[config.mk]
export PLATFORM = sky130hd
export DESIGN_NAME = ma_cmd
export DESIGN_NICKNAME = d
export VERILOG_FILES = /design/src/rtl/ma_pkg.sv /design/src/rtl/ma_cmd.sv /design/src/rtl/ma_addr_dec.sv
export SDC_FILE = /design/constraint.sdc
export NUM_CORES = 1
export LEC_CHECK = 0
export BUFFER_PORTS_ARGS = -buffer_cell sky130_fd_sc_hd__clkbuf_2
export CAP_MARGIN = 20
export CORE_MARGIN = 4
export CORE_UTILIZATION = 40
export DETAILED_ROUTE_END_ITERATION = 7
export PLACE_DENSITY = 0.65
export SYNTH_ARGS = -nofsm -noshare
export SYNTH_HDL_FRONTEND = slang
export SYNTH_HIERARCHICAL = 1
export SYNTH_SLANG_ARGS = --single-unit
[constraint.sdc]
create_clock -name core_clk_i -period 7.43 [get_ports core_clk_i]
set_input_delay 0.743 -clock core_clk_i [delete_from_list [all_inputs] [get_ports core_clk_i]]
set_output_delay 0.743 -clock core_clk_i [all_outputs]
set_load 0.03 [all_outputs]
[src/rtl/ma_pkg.sv]
/*
 * Constants and types shared by the query interpreter and its address decoder.
 * Assumes a 25 MHz core clock. All times are whole milliseconds.
 */
package ma_pkg;

   // ----------------------------------------------------------------------
   // Function codes and exception codes
   // ----------------------------------------------------------------------
   localparam logic [7:0] FC_RD_HOLD   = 8'h03;
   localparam logic [7:0] FC_WR_COIL   = 8'h05;
   localparam logic [7:0] FC_WR_SINGLE = 8'h06;
   localparam logic [7:0] FC_WR_MULTI  = 8'h10;
   localparam logic [7:0] FC_RW_MULTI  = 8'h17;
   localparam logic [7:0] EXC_NONE     = 8'h00;
   localparam logic [7:0] EXC_FUNC     = 8'h01;
   localparam logic [7:0] EXC_ADDR     = 8'h02;
   localparam logic [7:0] EXC_VALUE    = 8'h03;
   localparam logic [7:0] EXC_FAIL     = 8'h04;

   // ----------------------------------------------------------------------
   // Address map (word addresses)
   // ----------------------------------------------------------------------
   localparam logic [15:0] A_COIL_LO   = 16'h0100;
   localparam logic [15:0] A_COIL_HI   = 16'h043F;
   localparam logic [15:0] A_ALARM_LO  = 16'h0500;
   localparam logic [15:0] A_ALARM_HI  = 16'h0505;
   localparam logic [15:0] A_IO_LO     = 16'h0D00;
   localparam logic [15:0] A_IO_HI     = 16'h0D03;
   localparam logic [15:0] A_POS_LO    = 16'h1000;
   localparam logic [15:0] A_POS_HI    = 16'h3FFF;
   localparam logic [15:0] A_MAINT_LO  = 16'h8400;
   localparam logic [15:0] A_MAINT_HI  = 16'h842E;
   localparam logic [15:0] A_MON_LO    = 16'h9000;
   localparam logic [15:0] A_MON_HI    = 16'h9015;
   localparam logic [15:0] A_POSCMD    = 16'h9800;
   localparam logic [15:0] A_NUM_LO    = 16'h9900;
   localparam logic [15:0] A_NUM_HI    = 16'h9908;
   localparam logic [15:0] MAX_WORDS   = 16'h007D;
   localparam logic [15:0] ENTRY_WORDS = 16'h0010;

   // ----------------------------------------------------------------------
   // Timing, in milliseconds, and the derived cycle count
   // ----------------------------------------------------------------------
   localparam int unsigned CLK_HZ      = 25_000_000;
   localparam int unsigned CYC_PER_MS  = CLK_HZ / 1000;
   localparam logic [7:0]  PROC_REG_MS = 8'h01;
   localparam logic [7:0]  POS1_RD_MS  = 8'h04;
   localparam logic [7:0]  POS1_WR_MS  = 8'h0F;
   localparam logic [7:0]  POS1_RW_MS  = 8'h12;
   localparam logic [7:0]  POS9_RD_MS  = 8'h09;
   localparam logic [7:0]  POS9_WR_MS  = 8'h5A;
   localparam logic [7:0]  POS9_RW_MS  = 8'h62;
   localparam logic [7:0]  TX_DLY_DEF_MS = 8'h05;
   localparam logic [7:0]  GUARD_MS    = 8'h01;

   // ----------------------------------------------------------------------
   // Types
   // ----------------------------------------------------------------------
   typedef enum logic [3:0] {
      AREA_NONE, AREA_COIL, AREA_ALARM, AREA_IO, AREA_POS,
      AREA_MAINT, AREA_MON, AREA_POSCMD, AREA_NUMCMD
   } ma_area_t;

   typedef enum logic [2:0] {S_IDLE, S_EXEC, S_WAIT, S_SEND, S_GUARD} ma_state_t;

endpackage

[src/rtl/ma_cmd.sv]
/*
 * Query interpreter for a field-bus slave node: checks function code, quantity
 * and address, launches the access, bounds its processing time, then spaces the
 * response and the next query. Assumes a framer in the same clock domain that
 * delivers decoded queries and reports when the response has been sent.
 */
// Summary of operation
// - Transmit delay is configurable, five milliseconds by default.
// - Non position-table accesses finish within one millisecond.
// - One table entry: read 4 ms, write 15 ms, read and write 18 ms.
// - Two or more table entries: read 9 ms, write 90 ms, read and write 98 ms.
// - Word registers lie between 0500 and 9908, whole sixteen-bit words.
// - Word access uses codes 03 read, 06 single write, 10 multiple write.
// - Coils live at 0100 to 043F and are written with code 05.
// - Reserved gaps, below 0500 and above 9908, are never served.
// - Addresses 0500 to 0505 hold the latest alarm details.
// - Addresses 0D00 to 0D03 are the I/O control group.
// - Addresses 1000 to 3FFF are the slow position table, optional.
// - Addresses 8400 to 842E are maintenance data, optional.
// - Addresses 9000 to 9015 are the monitor group.
// - Response starts only after the transmit delay from the query.
// - Next query is accepted one millisecond after a response ends.
module ma_cmd #(
   parameter int unsigned CYC_PER_MS = ma_pkg::CYC_PER_MS,
   parameter bit          HAS_POS    = 1'b1,
   parameter bit          HAS_MAINT  = 1'b1
) (
   input  wire logic            core_clk_i,
   input  wire logic            srst_i,
   input  wire logic            query_valid_i,
   input  wire logic [7:0]      query_fc_i,
   input  wire logic [15:0]     query_addr_i,
   input  wire logic [15:0]     query_qty_i,
   input  wire logic            query_bcast_i,
   input  wire logic [7:0]      tx_delay_ms_i,
   input  wire logic            acc_done_i,
   input  wire logic            resp_done_i,
   output logic                 query_ready_o,
   output logic                 acc_start_o,
   output ma_pkg::ma_area_t     acc_area_o,
   output logic                 acc_read_o,
   output logic                 acc_write_o,
   output logic [15:0]          acc_addr_o,
   output logic [15:0]          acc_qty_o,
   output logic                 resp_start_o,
   output logic [7:0]           resp_exc_o,
   output logic                 tx_en_o
);

   localparam int DW = $clog2(CYC_PER_MS);

   // ----------------------------------------------------------------------
   // Query decode
   // ----------------------------------------------------------------------
   ma_pkg::ma_area_t lo_area, hi_area;
   logic             lo_legal, hi_legal;

   wire fc_rd   = query_fc_i == ma_pkg::FC_RD_HOLD;
   wire fc_w1   = query_fc_i == ma_pkg::FC_WR_SINGLE;
   wire fc_wm   = query_fc_i == ma_pkg::FC_WR_MULTI;
   wire fc_rw   = query_fc_i == ma_pkg::FC_RW_MULTI;
   wire fc_coil = query_fc_i == ma_pkg::FC_WR_COIL;
   wire fc_ok   = fc_rd | fc_w1 | fc_wm | fc_rw | fc_coil;
   wire [15:0] last_addr = 16'(query_addr_i + query_qty_i - 16'h0001);
   wire one_only = fc_w1 | fc_coil;
   wire qty_ok  = one_only ? query_qty_i == 16'h0001
                           : query_qty_i != 16'h0000 && query_qty_i <= ma_pkg::MAX_WORDS;
   // Whole span must stay inside one area, no wrap
   wire addr_ok = lo_legal && hi_legal && lo_area == hi_area && last_addr >= query_addr_i;
   wire rw_pos  = fc_rw && lo_area != ma_pkg::AREA_POS;
   wire [7:0] exc_nxt = !fc_ok || rw_pos ? ma_pkg::EXC_FUNC
                      : !qty_ok          ? ma_pkg::EXC_VALUE
                      : !addr_ok         ? ma_pkg::EXC_ADDR
                      : ma_pkg::EXC_NONE;

   ma_addr_dec #(.HAS_POS(HAS_POS), .HAS_MAINT(HAS_MAINT)) u_dec_lo (
      .addr_i  (query_addr_i),
      .coil_i  (fc_coil),
      .area_o  (lo_area),
      .legal_o (lo_legal)
   );

   ma_addr_dec #(.HAS_POS(HAS_POS), .HAS_MAINT(HAS_MAINT)) u_dec_hi (
      .addr_i  (last_addr),
      .coil_i  (fc_coil),
      .area_o  (hi_area),
      .legal_o (hi_legal)
   );

   // Processing budget by area, entry count and direction
   wire [15:0] entries = 16'((query_qty_i + ma_pkg::ENTRY_WORDS - 16'h0001) >> 4);
   wire multi = entries > 16'h0001;
   wire [7:0] pos_ms = fc_rw ? (multi ? ma_pkg::POS9_RW_MS : ma_pkg::POS1_RW_MS)
                     : fc_rd ? (multi ? ma_pkg::POS9_RD_MS : ma_pkg::POS1_RD_MS)
                     :         (multi ? ma_pkg::POS9_WR_MS : ma_pkg::POS1_WR_MS);
   wire [7:0] budget_nxt = lo_area == ma_pkg::AREA_POS ? pos_ms : ma_pkg::PROC_REG_MS;
   // Zero selects the default transmit delay
   wire [7:0] tx_dly_nxt = tx_delay_ms_i == 8'h00 ? ma_pkg::TX_DLY_DEF_MS : tx_delay_ms_i;

   // ----------------------------------------------------------------------
   // Millisecond timebase, restarted at each query and response end
   // ----------------------------------------------------------------------
   ma_pkg::ma_state_t state_q, state_d;
   logic [DW-1:0]     div_q;
   logic [7:0]        el_q, budget_q, tx_dly_q;
   logic              bcast_q, acc_start_q, resp_start_q;
   logic [7:0]        exc_q;
   ma_pkg::ma_area_t  area_q;
   logic              rd_q, wr_q;
   logic [15:0]       addr_q, qty_q;

   wire accept   = state_q == ma_pkg::S_IDLE && query_valid_i;
   wire restart  = accept || (state_q == ma_pkg::S_SEND && resp_done_i);
   wire tick     = div_q == DW'(CYC_PER_MS - 1);
   wire budget_up = el_q >= budget_q;
   wire dly_up   = el_q >= tx_dly_q;
   wire guard_up = el_q >= ma_pkg::GUARD_MS;

   // Divider and elapsed-ms counter (saturating)
   always_ff @(posedge core_clk_i)
   begin
      if (srst_i || restart || tick)
         div_q <= '0;
      else
         div_q <= div_q + 1'b1;
      if (srst_i || restart)
         el_q <= 8'h00;
      else if (tick && el_q != 8'hFF)
         el_q <= el_q + 8'h01;
   end

   // ----------------------------------------------------------------------
   // Sequencer
   // ----------------------------------------------------------------------
   always_comb
   begin
      state_d = state_q;
      unique case (state_q)
         ma_pkg::S_IDLE:
            if (query_valid_i)
               state_d = exc_nxt != ma_pkg::EXC_NONE
                       ? (query_bcast_i ? ma_pkg::S_GUARD : ma_pkg::S_WAIT)
                       : ma_pkg::S_EXEC;
         ma_pkg::S_EXEC:
            if (acc_done_i || budget_up)
               state_d = bcast_q ? ma_pkg::S_GUARD : ma_pkg::S_WAIT;
         ma_pkg::S_WAIT:
            if (dly_up)
               state_d = ma_pkg::S_SEND;
         ma_pkg::S_SEND:
            if (resp_done_i)
               state_d = ma_pkg::S_GUARD;
         ma_pkg::S_GUARD:
            if (guard_up && !restart)
               state_d = ma_pkg::S_IDLE;
      endcase
   end

   // State, access start and response start pulses
   always_ff @(posedge core_clk_i)
   begin
      if (srst_i)
         state_q <= ma_pkg::S_IDLE;
      else
         state_q <= state_d;
      acc_start_q  <= !srst_i && accept && exc_nxt == ma_pkg::EXC_NONE;
      resp_start_q <= !srst_i && state_q == ma_pkg::S_WAIT && dly_up;
   end

   // Query capture and late-processing failure
   always_ff @(posedge core_clk_i)
   begin
      if (srst_i)
      begin
         exc_q    <= ma_pkg::EXC_NONE;
         budget_q <= ma_pkg::PROC_REG_MS;
         tx_dly_q <= ma_pkg::TX_DLY_DEF_MS;
         bcast_q  <= 1'b0;
      end
      else if (accept)
      begin
         exc_q    <= exc_nxt;
         budget_q <= budget_nxt;
         tx_dly_q <= tx_dly_nxt;
         bcast_q  <= query_bcast_i;
      end
      else if (state_q == ma_pkg::S_EXEC && budget_up && !acc_done_i)
         exc_q    <= ma_pkg::EXC_FAIL;
   end

   // Access descriptor held for the back end
   always_ff @(posedge core_clk_i)
   begin
      if (srst_i)
      begin
         area_q <= ma_pkg::AREA_NONE;
         rd_q   <= 1'b0;
         wr_q   <= 1'b0;
         addr_q <= 16'h0000;
         qty_q  <= 16'h0000;
      end
      else if (accept)
      begin
         area_q <= lo_area;
         rd_q   <= fc_rd | fc_rw;
         wr_q   <= fc_w1 | fc_wm | fc_rw | fc_coil;
         addr_q <= query_addr_i;
         qty_q  <= query_qty_i;
      end
   end

   // Outputs
   assign query_ready_o = state_q == ma_pkg::S_IDLE;
   assign acc_start_o   = acc_start_q;
   assign acc_area_o    = area_q;
   assign acc_read_o    = rd_q;
   assign acc_write_o   = wr_q;
   assign acc_addr_o    = addr_q;
   assign acc_qty_o     = qty_q;
   assign resp_start_o  = resp_start_q;
   assign resp_exc_o    = exc_q;
   assign tx_en_o       = state_q == ma_pkg::S_SEND;
endmodule

[src/rtl/ma_addr_dec.sv]
/*
 * Address decoder: maps one word or coil address onto a functional area.
 * Purely combinational; the caller picks coil or word space by function code.
 */
module ma_addr_dec #(
   parameter bit HAS_POS   = 1'b1,
   parameter bit HAS_MAINT = 1'b1
) (
   input  wire logic [15:0]     addr_i,
   input  wire logic            coil_i,
   output ma_pkg::ma_area_t     area_o,
   output logic                 legal_o
);

   // ----------------------------------------------------------------------
   // Range matches
   // ----------------------------------------------------------------------
   wire in_coil  = addr_i >= ma_pkg::A_COIL_LO  && addr_i <= ma_pkg::A_COIL_HI;
   wire in_alarm = addr_i >= ma_pkg::A_ALARM_LO && addr_i <= ma_pkg::A_ALARM_HI;
   wire in_io    = addr_i >= ma_pkg::A_IO_LO    && addr_i <= ma_pkg::A_IO_HI;
   wire in_pos   = HAS_POS && addr_i >= ma_pkg::A_POS_LO && addr_i <= ma_pkg::A_POS_HI;
   wire in_maint = HAS_MAINT && addr_i >= ma_pkg::A_MAINT_LO && addr_i <= ma_pkg::A_MAINT_HI;
   wire in_mon   = addr_i >= ma_pkg::A_MON_LO   && addr_i <= ma_pkg::A_MON_HI;
   wire in_pcmd  = addr_i == ma_pkg::A_POSCMD;
   wire in_num   = addr_i >= ma_pkg::A_NUM_LO   && addr_i <= ma_pkg::A_NUM_HI;

   // Area select; anything unmatched is a reserved gap
   assign area_o = coil_i   ? (in_coil ? ma_pkg::AREA_COIL : ma_pkg::AREA_NONE)
                 : in_alarm ? ma_pkg::AREA_ALARM
                 : in_io    ? ma_pkg::AREA_IO
                 : in_pos   ? ma_pkg::AREA_POS
                 : in_maint ? ma_pkg::AREA_MAINT
                 : in_mon   ? ma_pkg::AREA_MON
                 : in_pcmd  ? ma_pkg::AREA_POSCMD
                 : in_num   ? ma_pkg::AREA_NUMCMD
                 : ma_pkg::AREA_NONE;
   assign legal_o = area_o != ma_pkg::AREA_NONE;

endmodule

==> run_results.csv, run 1 <==
group,metric,value,unit
outcome,status,"completed",
floorplan,die_h,132,um
yosys,seq_area_frac_synth,0.275,
clock_tree,holdBufCountCts,0,
critical_path,critical_path_arrival,6.08,ns
timing,finalCritPeriodShare,0.786,
yosys,synth_edf_count,0,
timing,relSlewSlack,0.336,
timing,rsz0062_at_grt,"no",
detailed_routing,wl_per_cell,15.5,um
timing,worst_slack,1.59,ns
critical_path,critPathKind,"in -> reg",
floorplan,rows,45,
worst_hold_path,hold_start,"budget_q[6]",
global_routing,grt_pass1_vias,5331,
detailed_routing,firstDrtPassIters,4,
placement,dp_hpwl,13500,um
pwr,peakVddDrop,139,uV
layout,final-instance-count-excl-fill,1101,
yosys,yosysTopAreaCellShare,0.275,
clock_tree,tritoncts,"built",
detailed_routing,final_antenna_net_count,0,
clock_tree,clock-sinks,85,
critical_path,r2r_start,"state_q[2]",
floorplan,die-width,132,um
clock_tree,root_buffer,"clkbuf_16",
timing,fmax,171,MHz
clock_tree,cts_max_level,3,
floorplan,dieArea,17500,um2
clock_tree,cts_buffers,9,
timing,maxSlewViolCount,0,
yosys,synth_seq_cells,85,
layout,fillers,1585,
placement,post-place-ws,1.23,ns
layout,nets,1029,
yosys,synth_cell_type_count,76,
timing,min_period,5.84,ns
placement,gp_congestion,0.885,
detailed_routing,avgViaCountPerCell,5.32,
critical_path,crit_path_frequent_cell,"inv_1",
clock_tree,clockBufferDepth,2,
yosys,synth_top_cell_by_area,"dfxtp_1",
placement,placed_cell_area,6820,um2
placement,io_buffers,98,
critical_path,end_kind,"register",
critical_path,worst-path-max-fanout,8,
floorplan,core-area,15100,um2
yosys,synth-main-ff-cell,"dfxtp_1",
detailed_routing,first_iter_violations,291,
detailed_routing,vias,5854,
yosys,synthArstFlopShare,0,
global_routing,antenna_found_initial,0,
critical_path,required,7.67,ns
run,max_cap_viol_count,0,
detailed_routing,totalWireLength,17000,um
global_routing,globalRouteTotalUtil,0.193,
clock_tree,clock_latency,0.35,ns
pwr,leakage,3.18,nW
placement,placed_cells,1085,
timing,setup_viol,0,
yosys,yosys-top-cells-area,"dfxtp_1 28%, ha_1 13%, nand2_1 7.5%, inv_1 5.5%, a21oi_1 5.4%",
critical_path,reg2reg_depth,5,
critical_path,start_kind,"input pin",
clock_tree,cts_resized,0,
pwr,power_density,241,nW/um2
layout,area_delta_synth_final,15.0,%
yosys,avgSynthCellArea,7.55,um2
critical_path,path_buf_inv,4,
worst_hold_path,min_path_cells,2,
timing,finalHoldViolations,0,
pwr,p_total,0.00172,W
critical_path,rr_endpoint,"div_q[2]",
critical_path,cp_slowest_cell,"or4b_1",
yosys,syn-instance-count,819,
yosys,synth_area,6180,um2
critical_path,setup.worst_path.start,"query_addr_i[1]",
clock_tree,clk_pin_slew,0.06,ns
critical_path,rrSetupSlack,4.99,ns
global_routing,overflow,0,
yosys,yosysWarnings,6,
global_routing,grt_max_degree,56,
floorplan,start_util,0.408,
timing,worst_slew_pin_slew,0.990,ns
layout,design_area,7110,um2
clock_tree,cts_post_setup_buffers_inserted,0,
critical_path,critPathTopFamily,"simple AND/OR/NAND/NOR gates",
worst_hold_path,hold_class,"reg -> reg",
timing,skew,0.00706,ns
timing,tns,0,ns
detailed_routing,drc_errors,0,
critical_path,slowest_delay,0.52,ns
floorplan,ios,104,
global_routing,grt_pass1_wl,27800,um
layout,n_antenna_cell,0,
layout,drive_gt1_frac,0.152,
worst_hold_path,hold_end,"budget_q[6]",
-- state kept, by name (all words and copies together) (netlist names), 3 cells and up --
signal and count:
acc_addr_o 16, acc_qty_o 16, div_q 15, el_q 8, tx_dly_q 8, budget_q 7
acc_area_o 4, resp_exc_o 3, state_q 3
-- layer usage --
metal / part of all wire / vias to the layer above / global-route usage
li1: - / 3028 / -
met1: 0.47 / 2675 / 0.265
met5: 0 / - / 0
met3: 0.057 / 16 / 0.0424
met2: 0.46 / 135 / 0.305
met4: 0.014 / 0 / 0.0566
-- worst min-delay path, stage by stage (launching register included) --
cell,delay [ns]
dfxtp_1,0.31
nand2_1,0.05
o21ai_1,0.05
-- Yosys cell counts, types with 4 or more instances --
cell and count:
nand3b_1 7, a21oi_1 67, inv_1 90, nor2_1 68, nor3_1 22, a21o_1 8, a31oi_1 9, nand2_1 124
nand3_1 23, or4_1 5, ha_1 66, mux2i_1 4, nor2b_1 4, buf_4 7, or3_1 5, o21ai_0 14
nor4b_1 7, o21ai_1 12, nor4_1 9, xnor2_1 21, a211oi_1 4, nand2b_1 4, dfxtp_1 85, o211ai_1 7
clkbuf_1 18, nand4_1 18, and3_1 15, a211o_1 4, xor2_1 18
-- worst max-delay path by stage --
stage / end / slack, ns / cells past startpoint
after floorplan: state_q[1] / 1.93 / 25
after global placement: state_q[1] / 1.34 / 26
after detailed placement: state_q[1] / 1.23 / 26
after CTS: state_q[1] / 1.58 / 26
after global routing: state_q[1] / 1.02 / 26
final: state_q[1] / 1.59 / 26
-- placed cells by master (no fill, tap or decap), types with 9 or more instances in the layout --
cell type	synthesis	layout
nand3_1	23	23
o21ai_0	14	14
clkbuf_2	0	98
xnor2_1	21	21
nor4_1	9	9
nor3_1	22	22
dfxtp_1	85	85
ha_1	66	66
nand4_1	18	18
clkbuf_16	0	9
nand2_1	124	124
a31oi_1	9	9
o21ai_1	12	12
nor2_1	68	68
a21oi_1	67	67
and3_1	15	15
xor2_1	18	18
inv_1	90	90
-- cell type report --
| type | count | area (um2) | area share |
|---|---|---|---|
| clock buffers | 10 | 239 | 0.0336 |
| clock inverters | 6 | 53.8 | 0.00757 |
| inverters | 91 | 342 | 0.0481 |
| multi-input cells | 620 | 4020 | 0.566 |
| flip-flops and latches | 85 | 1700 | 0.239 |
| well taps | 188 | 235 | 0.0331 |
| repair buffers | 101 | 513 | 0.0722 |
-- per-stage QoR --
step	hold slack (ns)	utilization
after CTS	0.454	0.469
after global routing	0.472	0.469
final	0.450	0.469
after floorplan	0.418	-
after detailed placement	0.446	0.450
after global placement	0.434	0.450
-- logic make-up after synthesis --
group,synth area share
simple gates,0.286
compound gates,0.160
mux,0.00648
xor+xnor,0.0552
fa+ha+maj,0.138
other cells,0.000606
buf+inv,0.0777
flops,0.275
-- power breakdown --
| group | total [W] | internal [W] | switching [W] |
|---|---|---|---|
| clock | 0.000443 | 0.000241 | 0.000202 |
| combinational | 0.000705 | 0.000236 | 0.000469 |
| sequential | 0.000567 | 0.000519 | 0.0000480 |
| total | 0.00172 | 0.000996 | 0.000719 |
(Power assumes the default switching activity.)
==> run 2: changes to the inputs <==
--- a/config.mk
+++ b/config.mk
@@ -5,6 +5,7 @@
 export SDC_FILE = /design/constraint.sdc
 export NUM_CORES = 1
 export LEC_CHECK = 0
+export ABC_AREA = 1
 export BUFFER_PORTS_ARGS = -buffer_cell sky130_fd_sc_hd__clkbuf_2
 export CAP_MARGIN = 20
 export CORE_MARGIN = 4
==> constraint.sdc (replaced) <==
create_clock -name core_clk_i -period 5.4 [get_ports core_clk_i]
set_input_delay 0.54 -clock core_clk_i [delete_from_list [all_inputs] [get_ports core_clk_i]]
set_output_delay 0.54 -clock core_clk_i [all_outputs]
set_load 0.03 [all_outputs]
==> run_results.csv, run 2 <==
group,metric,value,unit
critical_path,critPathKind,"in -> reg",
detailed_routing,drc_errors,0,
yosys,synthArstFlopShare,0,
timing,skew,0.0125,ns
pwr,power_density,327,nW/um2
timing,min_period,4.59,ns
floorplan,die_h,138,um
placement,post-place-ws,0.485,ns
yosys,synthMuxAreaShare,0,
global_routing,grt_max_degree,44,
placement,dp_hpwl,15700,um
clock_tree,cts_resized,0,
yosys,synth_compound_area_frac,0.132,
placement,gp_congestion,0.950,
clock_tree,tritoncts,"built",
detailed_routing,wl_per_cell,13.7,um
worst_hold_path,hold_class,"in -> reg",
yosys,yosys-top-cells-count,"231 x nand2_1, 194 x inv_1, 121 x nor2_1",
timing,tns,0,ns
critical_path,critPathTopFamily,"simple AND/OR/NAND/NOR gates",
yosys,synth_top_family_by_area,"simple AND/OR/NAND/NOR gates",
yosys,synth_edf_count,0,
clock_tree,holdBufCountCts,0,
timing,maxSlewViolCount,0,
yosys,yosysWarnings,6,
critical_path,worst-path-max-fanout,6,
critical_path,cp_slowest_cell,"xor2_1",
placement,io_buffers,98,
global_routing,globalRouteTotalUtil,0.201,
detailed_routing,avgViaCountPerCell,4.97,
layout,fillers,1727,
critical_path,required,5.64,ns
floorplan,ios,104,
timing,worst_slew_pin_slew,0.719,ns
yosys,synth_area,6730,um2
global_routing,grt_pass1_vias,6364,
layout,layout.cells.most_common_list,"231 x nand2_1, 194 x inv_1, 121 x nor2_1, 98 x clkbuf_2, 85 x dfxtp_1",
clock_tree,root_buffer,"clkbuf_16",
detailed_routing,final_antenna_net_count,0,
critical_path,end_kind,"register",
clock_tree,clockBufferDepth,2,
yosys,synth_seq_cells,85,
yosys,synthMostInstantiatedCell,"nand2_1",
critical_path,path_buf_inv,6,
clock_tree,clk_pin_slew,0.07,ns
outcome,status,"completed",
layout,drive_gt1_frac,0.139,
timing,finalHoldViolations,0,
yosys,syn-instance-count,1056,
yosys,synthSimpleGateAreaFrac,0.336,
detailed_routing,totalWireLength,19000,um
timing,relSlewSlack,0.520,
critical_path,start_kind,"input pin",
yosys,yosysTopAreaCellShare,0.253,
floorplan,start_util,0.407,
timing,worst_slack,0.806,ns
global_routing,grt_pass1_wl,30400,um
floorplan,die-width,138,um
yosys,avgSynthCellArea,6.37,um2
floorplan,dieArea,19000,um2
critical_path,slowest_delay,0.41,ns
timing,rsz0062_at_grt,"no",
pwr,peakVddDrop,156,uV
timing,finalCritPeriodShare,0.851,
yosys,yosys-top-cells-area,"dfxtp_1 25%, nand2_1 13%, ha_1 12%, inv_1 11%, nor2_1 6.8%",
layout,final_common_cell,"nand2_1",
clock_tree,clock-sinks,85,
critical_path,crit_path_frequent_cell,"nand2_1",
clock_tree,clock_latency,0.35,ns
yosys,synth-xor-area-share,0.0260,
global_routing,overflow,0,
yosys,synth_cell_type_count,46,
clock_tree,cts_max_level,3,
critical_path,critical_path_arrival,4.83,ns
yosys,synth_top_cell_by_area,"dfxtp_1",
clock_tree,cts_post_setup_buffers_inserted,0,
layout,nets,1278,
layout,area_delta_synth_final,15.4,%
global_routing,antenna_found_initial,0,
clock_tree,cts_buffers,9,
detailed_routing,vias,6867,
yosys,synthAdderAreaFrac,0.126,
floorplan,core-area,16500,um2
pwr,leakage,4.05,nW
run,max_cap_viol_count,0,
detailed_routing,firstDrtPassIters,6,
detailed_routing,first_iter_violations,357,
yosys,synth-main-ff-cell,"dfxtp_1",
layout,n_antenna_cell,0,
timing,setup_viol,0,
yosys,seq_area_frac_synth,0.253,
timing,fmax,218,MHz
floorplan,rows,47,
==> run 2: cell types whose count changed in the layout (fill, tap and decap cells not counted), sizes merged, moves of 12 or more <==
cell   delta
nand2   +119
inv     +113
nor2     +65
o21ai    +48
nand3    +35
and3     -16
xnor2    -15
nand4    +13
a21oi    -12
==> run 2: metal layers <==
layer	track usage	part of all wire	vias to the layer above
met2	0.354	0.48	150
met4	0.0714	0.028	0
li1	-	-	3588
met1	0.250	0.45	3089
met3	0.0267	0.045	40
met5	0	0	-
==> run 2: worst paths after layout <==
path,cells after the start,slack [ns],end,start
hold / removal,3,0.43,tx_dly_q[3],tx_delay_ms_i[3]
setup / recovery,35,0.81,state_q[1],query_addr_i[1]
hold reg to reg,1,0.45,div_q[0],div_q[0]
setup reg to reg,12,3.36,div_q[12],state_q[0]
==> run 2: logic make-up (layout without fill, tap and decap cells) <==
group                      Yosys count  count (layout)
AOI/OAI and AO/OA                  162             162
other                                1               5
adders and majority gates           67              67
DFF                                 85              85
and+or+nand+nor                    502             502
buffers and inverters              219             321
xor gates and xnor gates            20              20
==> run 2: final cells by class <==
type	instances	area, um2	share of cell area
clock inverters	7	86.3	0.0111
flip-flops and latches	85	1700	0.219
inverters	204	769	0.0991
well taps	220	275	0.0354
repair buffers	101	513	0.0661
multi-input cells	756	4200	0.540
clock buffers	9	225	0.0290
==> run 2: metrics by stage <==
step | utilization | instances | hold slack, ns | cell area (um2) | power, W
after global routing | 0.470 | 1382 | 0.445 | 7770 | 0.00273
after detailed placement | 0.451 | 1366 | 0.439 | 7450 | 0.00189
after CTS | 0.470 | 1382 | 0.419 | 7770 | 0.00255
after global placement | 0.451 | 1366 | 0.434 | 7450 | 0.00188
final | 0.470 | 1382 | 0.434 | 7770 | 0.00254
after floorplan | - | 1060 | 0.417 | 6740 | 0.00160
==> run 2: tightest hold or removal path: stages <==
cell	delay, ns
clkbuf_2	0.09
nand2_1	0.06
o21ai_0	0.06
==> run 2: power by group <==
| part | leakage (nW) | internal [W] | switching (W) |
|---|---|---|---|
| combinational | 3.20 | 0.000341 | 0.000765 |
| clock | 0.151 | 0.000370 | 0.000283 |
| sequential | 0.692 | 0.000721 | 0.0000567 |
==> run 3: changes to the inputs <==
--- a/config.mk
+++ b/config.mk
@@ -8,10 +8,12 @@
 export ABC_AREA = 1
 export BUFFER_PORTS_ARGS = -buffer_cell sky130_fd_sc_hd__clkbuf_2
 export CAP_MARGIN = 20
+export CORE_ASPECT_RATIO = 1.5
 export CORE_MARGIN = 4
 export CORE_UTILIZATION = 40
 export DETAILED_ROUTE_END_ITERATION = 7
 export PLACE_DENSITY = 0.65
+export SKIP_CTS_REPAIR_TIMING = 1
 export SYNTH_ARGS = -nofsm -noshare
 export SYNTH_HDL_FRONTEND = slang
 export SYNTH_HIERARCHICAL = 1
==> run_results.csv, run 3 (synthesized netlist as in run 2, its figures left out) <==
group,metric,value,unit
floorplan,die-width,114,um
detailed_routing,totalWireLength,20000,um
placement,io_buffers,98,
clock_tree,clock-sinks,85,
layout,final_common_cell,"nand2_1",
timing,rsz0062_at_grt,"no",
floorplan,die_h,167,um
critical_path,end_kind,"register",
global_routing,antenna_found_initial,0,
critical_path,rrSetupSlack,3.25,ns
worst_hold_path,hold_class,"in -> reg",
detailed_routing,drc_errors,0,
layout,final_util,0.475,
timing,relSlewSlack,0.486,
floorplan,start_util,0.412,
layout,n_antenna_cell,0,
timing,setup_viol,0,
timing,min_period,4.65,ns
critical_path,slowest_delay,0.41,ns
outcome,status,"completed",
pwr,power_density,327,nW/um2
timing,finalCritPeriodShare,0.862,
pwr,leakage,4.04,nW
layout,nets,1279,
pwr,peakVddDrop,227,uV
floorplan,ios,104,
critical_path,reg2reg_depth,12,
layout,layout.cells.most_common_list,"231 x nand2_1, 194 x inv_1, 121 x nor2_1, 98 x clkbuf_2, 85 x dfxtp_1",
timing,finalHoldViolations,0,
layout,drive_gt1_frac,0.140,
placement,gp_congestion,0.900,
global_routing,grt_pass1_wl,32300,um
placement,placed_cells,1353,
pwr,p_comb_frac,0.440,
timing,tns,0,ns
critical_path,worst-path-max-fanout,6,
detailed_routing,vias,6890,
floorplan,core-area,16300,um2
clock_tree,clk_pin_slew,0.07,ns
pwr,seqPwrFrac,0.305,
layout,fillers,1731,
timing,skew,0.00957,ns
layout,final-instance-count-excl-fill,1369,
critical_path,required,5.66,ns
pwr,switchingPower,0.00111,W
detailed_routing,wl_per_cell,14.6,um
detailed_routing,first_iter_violations,331,
critical_path,start_kind,"input pin",
clock_tree,cts_buffers,9,
clock_tree,cts_max_level,3,
layout,regArea,1700,um2
run,max_cap_viol_count,0,
timing,whs,0.415,ns
detailed_routing,avgViaCountPerCell,5.03,
pwr,p_clk_frac,0.255,
clock_tree,clock_latency,0.35,ns
timing,maxSlewViolCount,0,
placement,dp_hpwl,16600,um
critical_path,crit_path_frequent_cell,"nand2_1",
global_routing,grt_pass1_vias,6759,
detailed_routing,final_antenna_net_count,0,
floorplan,rows,57,
critical_path,critPathKind,"in -> reg",
critical_path,critical_path_arrival,4.91,ns
layout,area_delta_synth_final,15.2,%
clock_tree,root_buffer,"clkbuf_16",
global_routing,overflow,0,
pwr,swShare,0.438,
clock_tree,clockBufferDepth,2,
clock_tree,tritoncts,"built",
global_routing,globalRouteTotalUtil,0.212,
timing,fmax,215,MHz
timing,worst_slew_pin_slew,0.770,ns
pwr,p_int,0.00143,W
layout,multi_input_area,4200,um2
detailed_routing,firstDrtPassIters,5,
floorplan,dieArea,19000,um2
critical_path,cp_slowest_cell,"fa_1",
global_routing,grt_max_degree,44,
worst_hold_path,min_path_cells,3,
-- run 3: changes by cell type in the layout (fill, tap and decap cells not counted) --
cell        delta
inv_8          -2
clkinvlp_4     +1
clkinv_4       +1
buf_4          +1
-- run 3: path summary, 6_finish.rpt --
| path | start | end |
|---|---|---|
| max | query_addr_i[1] | state_q[1] |
| min | tx_delay_ms_i[1] | tx_dly_q[1] |
| max reg2reg | state_q[0] | div_q[12] |
| min reg2reg | resp_exc_o[2] | resp_exc_o[2] |
-- run 3: power groups by stage --
stage | registers (W) | clock network, W | logic, W
after floorplan | 0.000895 | 0 | 0.000704
final | 0.000774 | 0.000646 | 0.00112
after global routing | 0.000783 | 0.000689 | 0.00126
after CTS | 0.000774 | 0.000661 | 0.00112
after detailed placement | 0.000787 | 0 | 0.00111
after global placement | 0.000785 | 0 | 0.00111
-- run 3: layout make-up --
class / count / share of cell area
multi-input combinational: 756 / 0.541
sequential: 85 / 0.220
inverter: 204 / 0.0993
timing repair buffer: 102 / 0.0672
tap: 206 / 0.0333
clock buffer: 9 / 0.0291
clock inverter: 7 / 0.0103
-- run 3: critical path: cells and delay by family --
family / cells / cell delay, ns
simple gates: 18 / 1.67
fa+ha+maj: 3 / 0.92
compound gates: 4 / 0.70
buf+inv: 6 / 0.54
xor+xnor: 2 / 0.52
-- run 3: per-layer routing --
layer,track usage,part of all wire,vias to the layer above
met4,0.106,0.045,0
met3,0.0359,0.046,44
met2,0.397,0.53,167
met5,0,0,-
li1,-,-,3595
met1,0.224,0.38,3084
-- run 3: per-stage QoR --
stage | worst slack [ns] | power [W] | cell area (um2)
floorplan | 1.15 | 0.00160 | 6740
global placement | 0.563 | 0.00189 | 7440
detailed placement | 0.450 | 0.00190 | 7440
CTS | 0.825 | 0.00256 | 7750
global route | 0.199 | 0.00274 | 7750
finish | 0.747 | 0.00254 | 7750
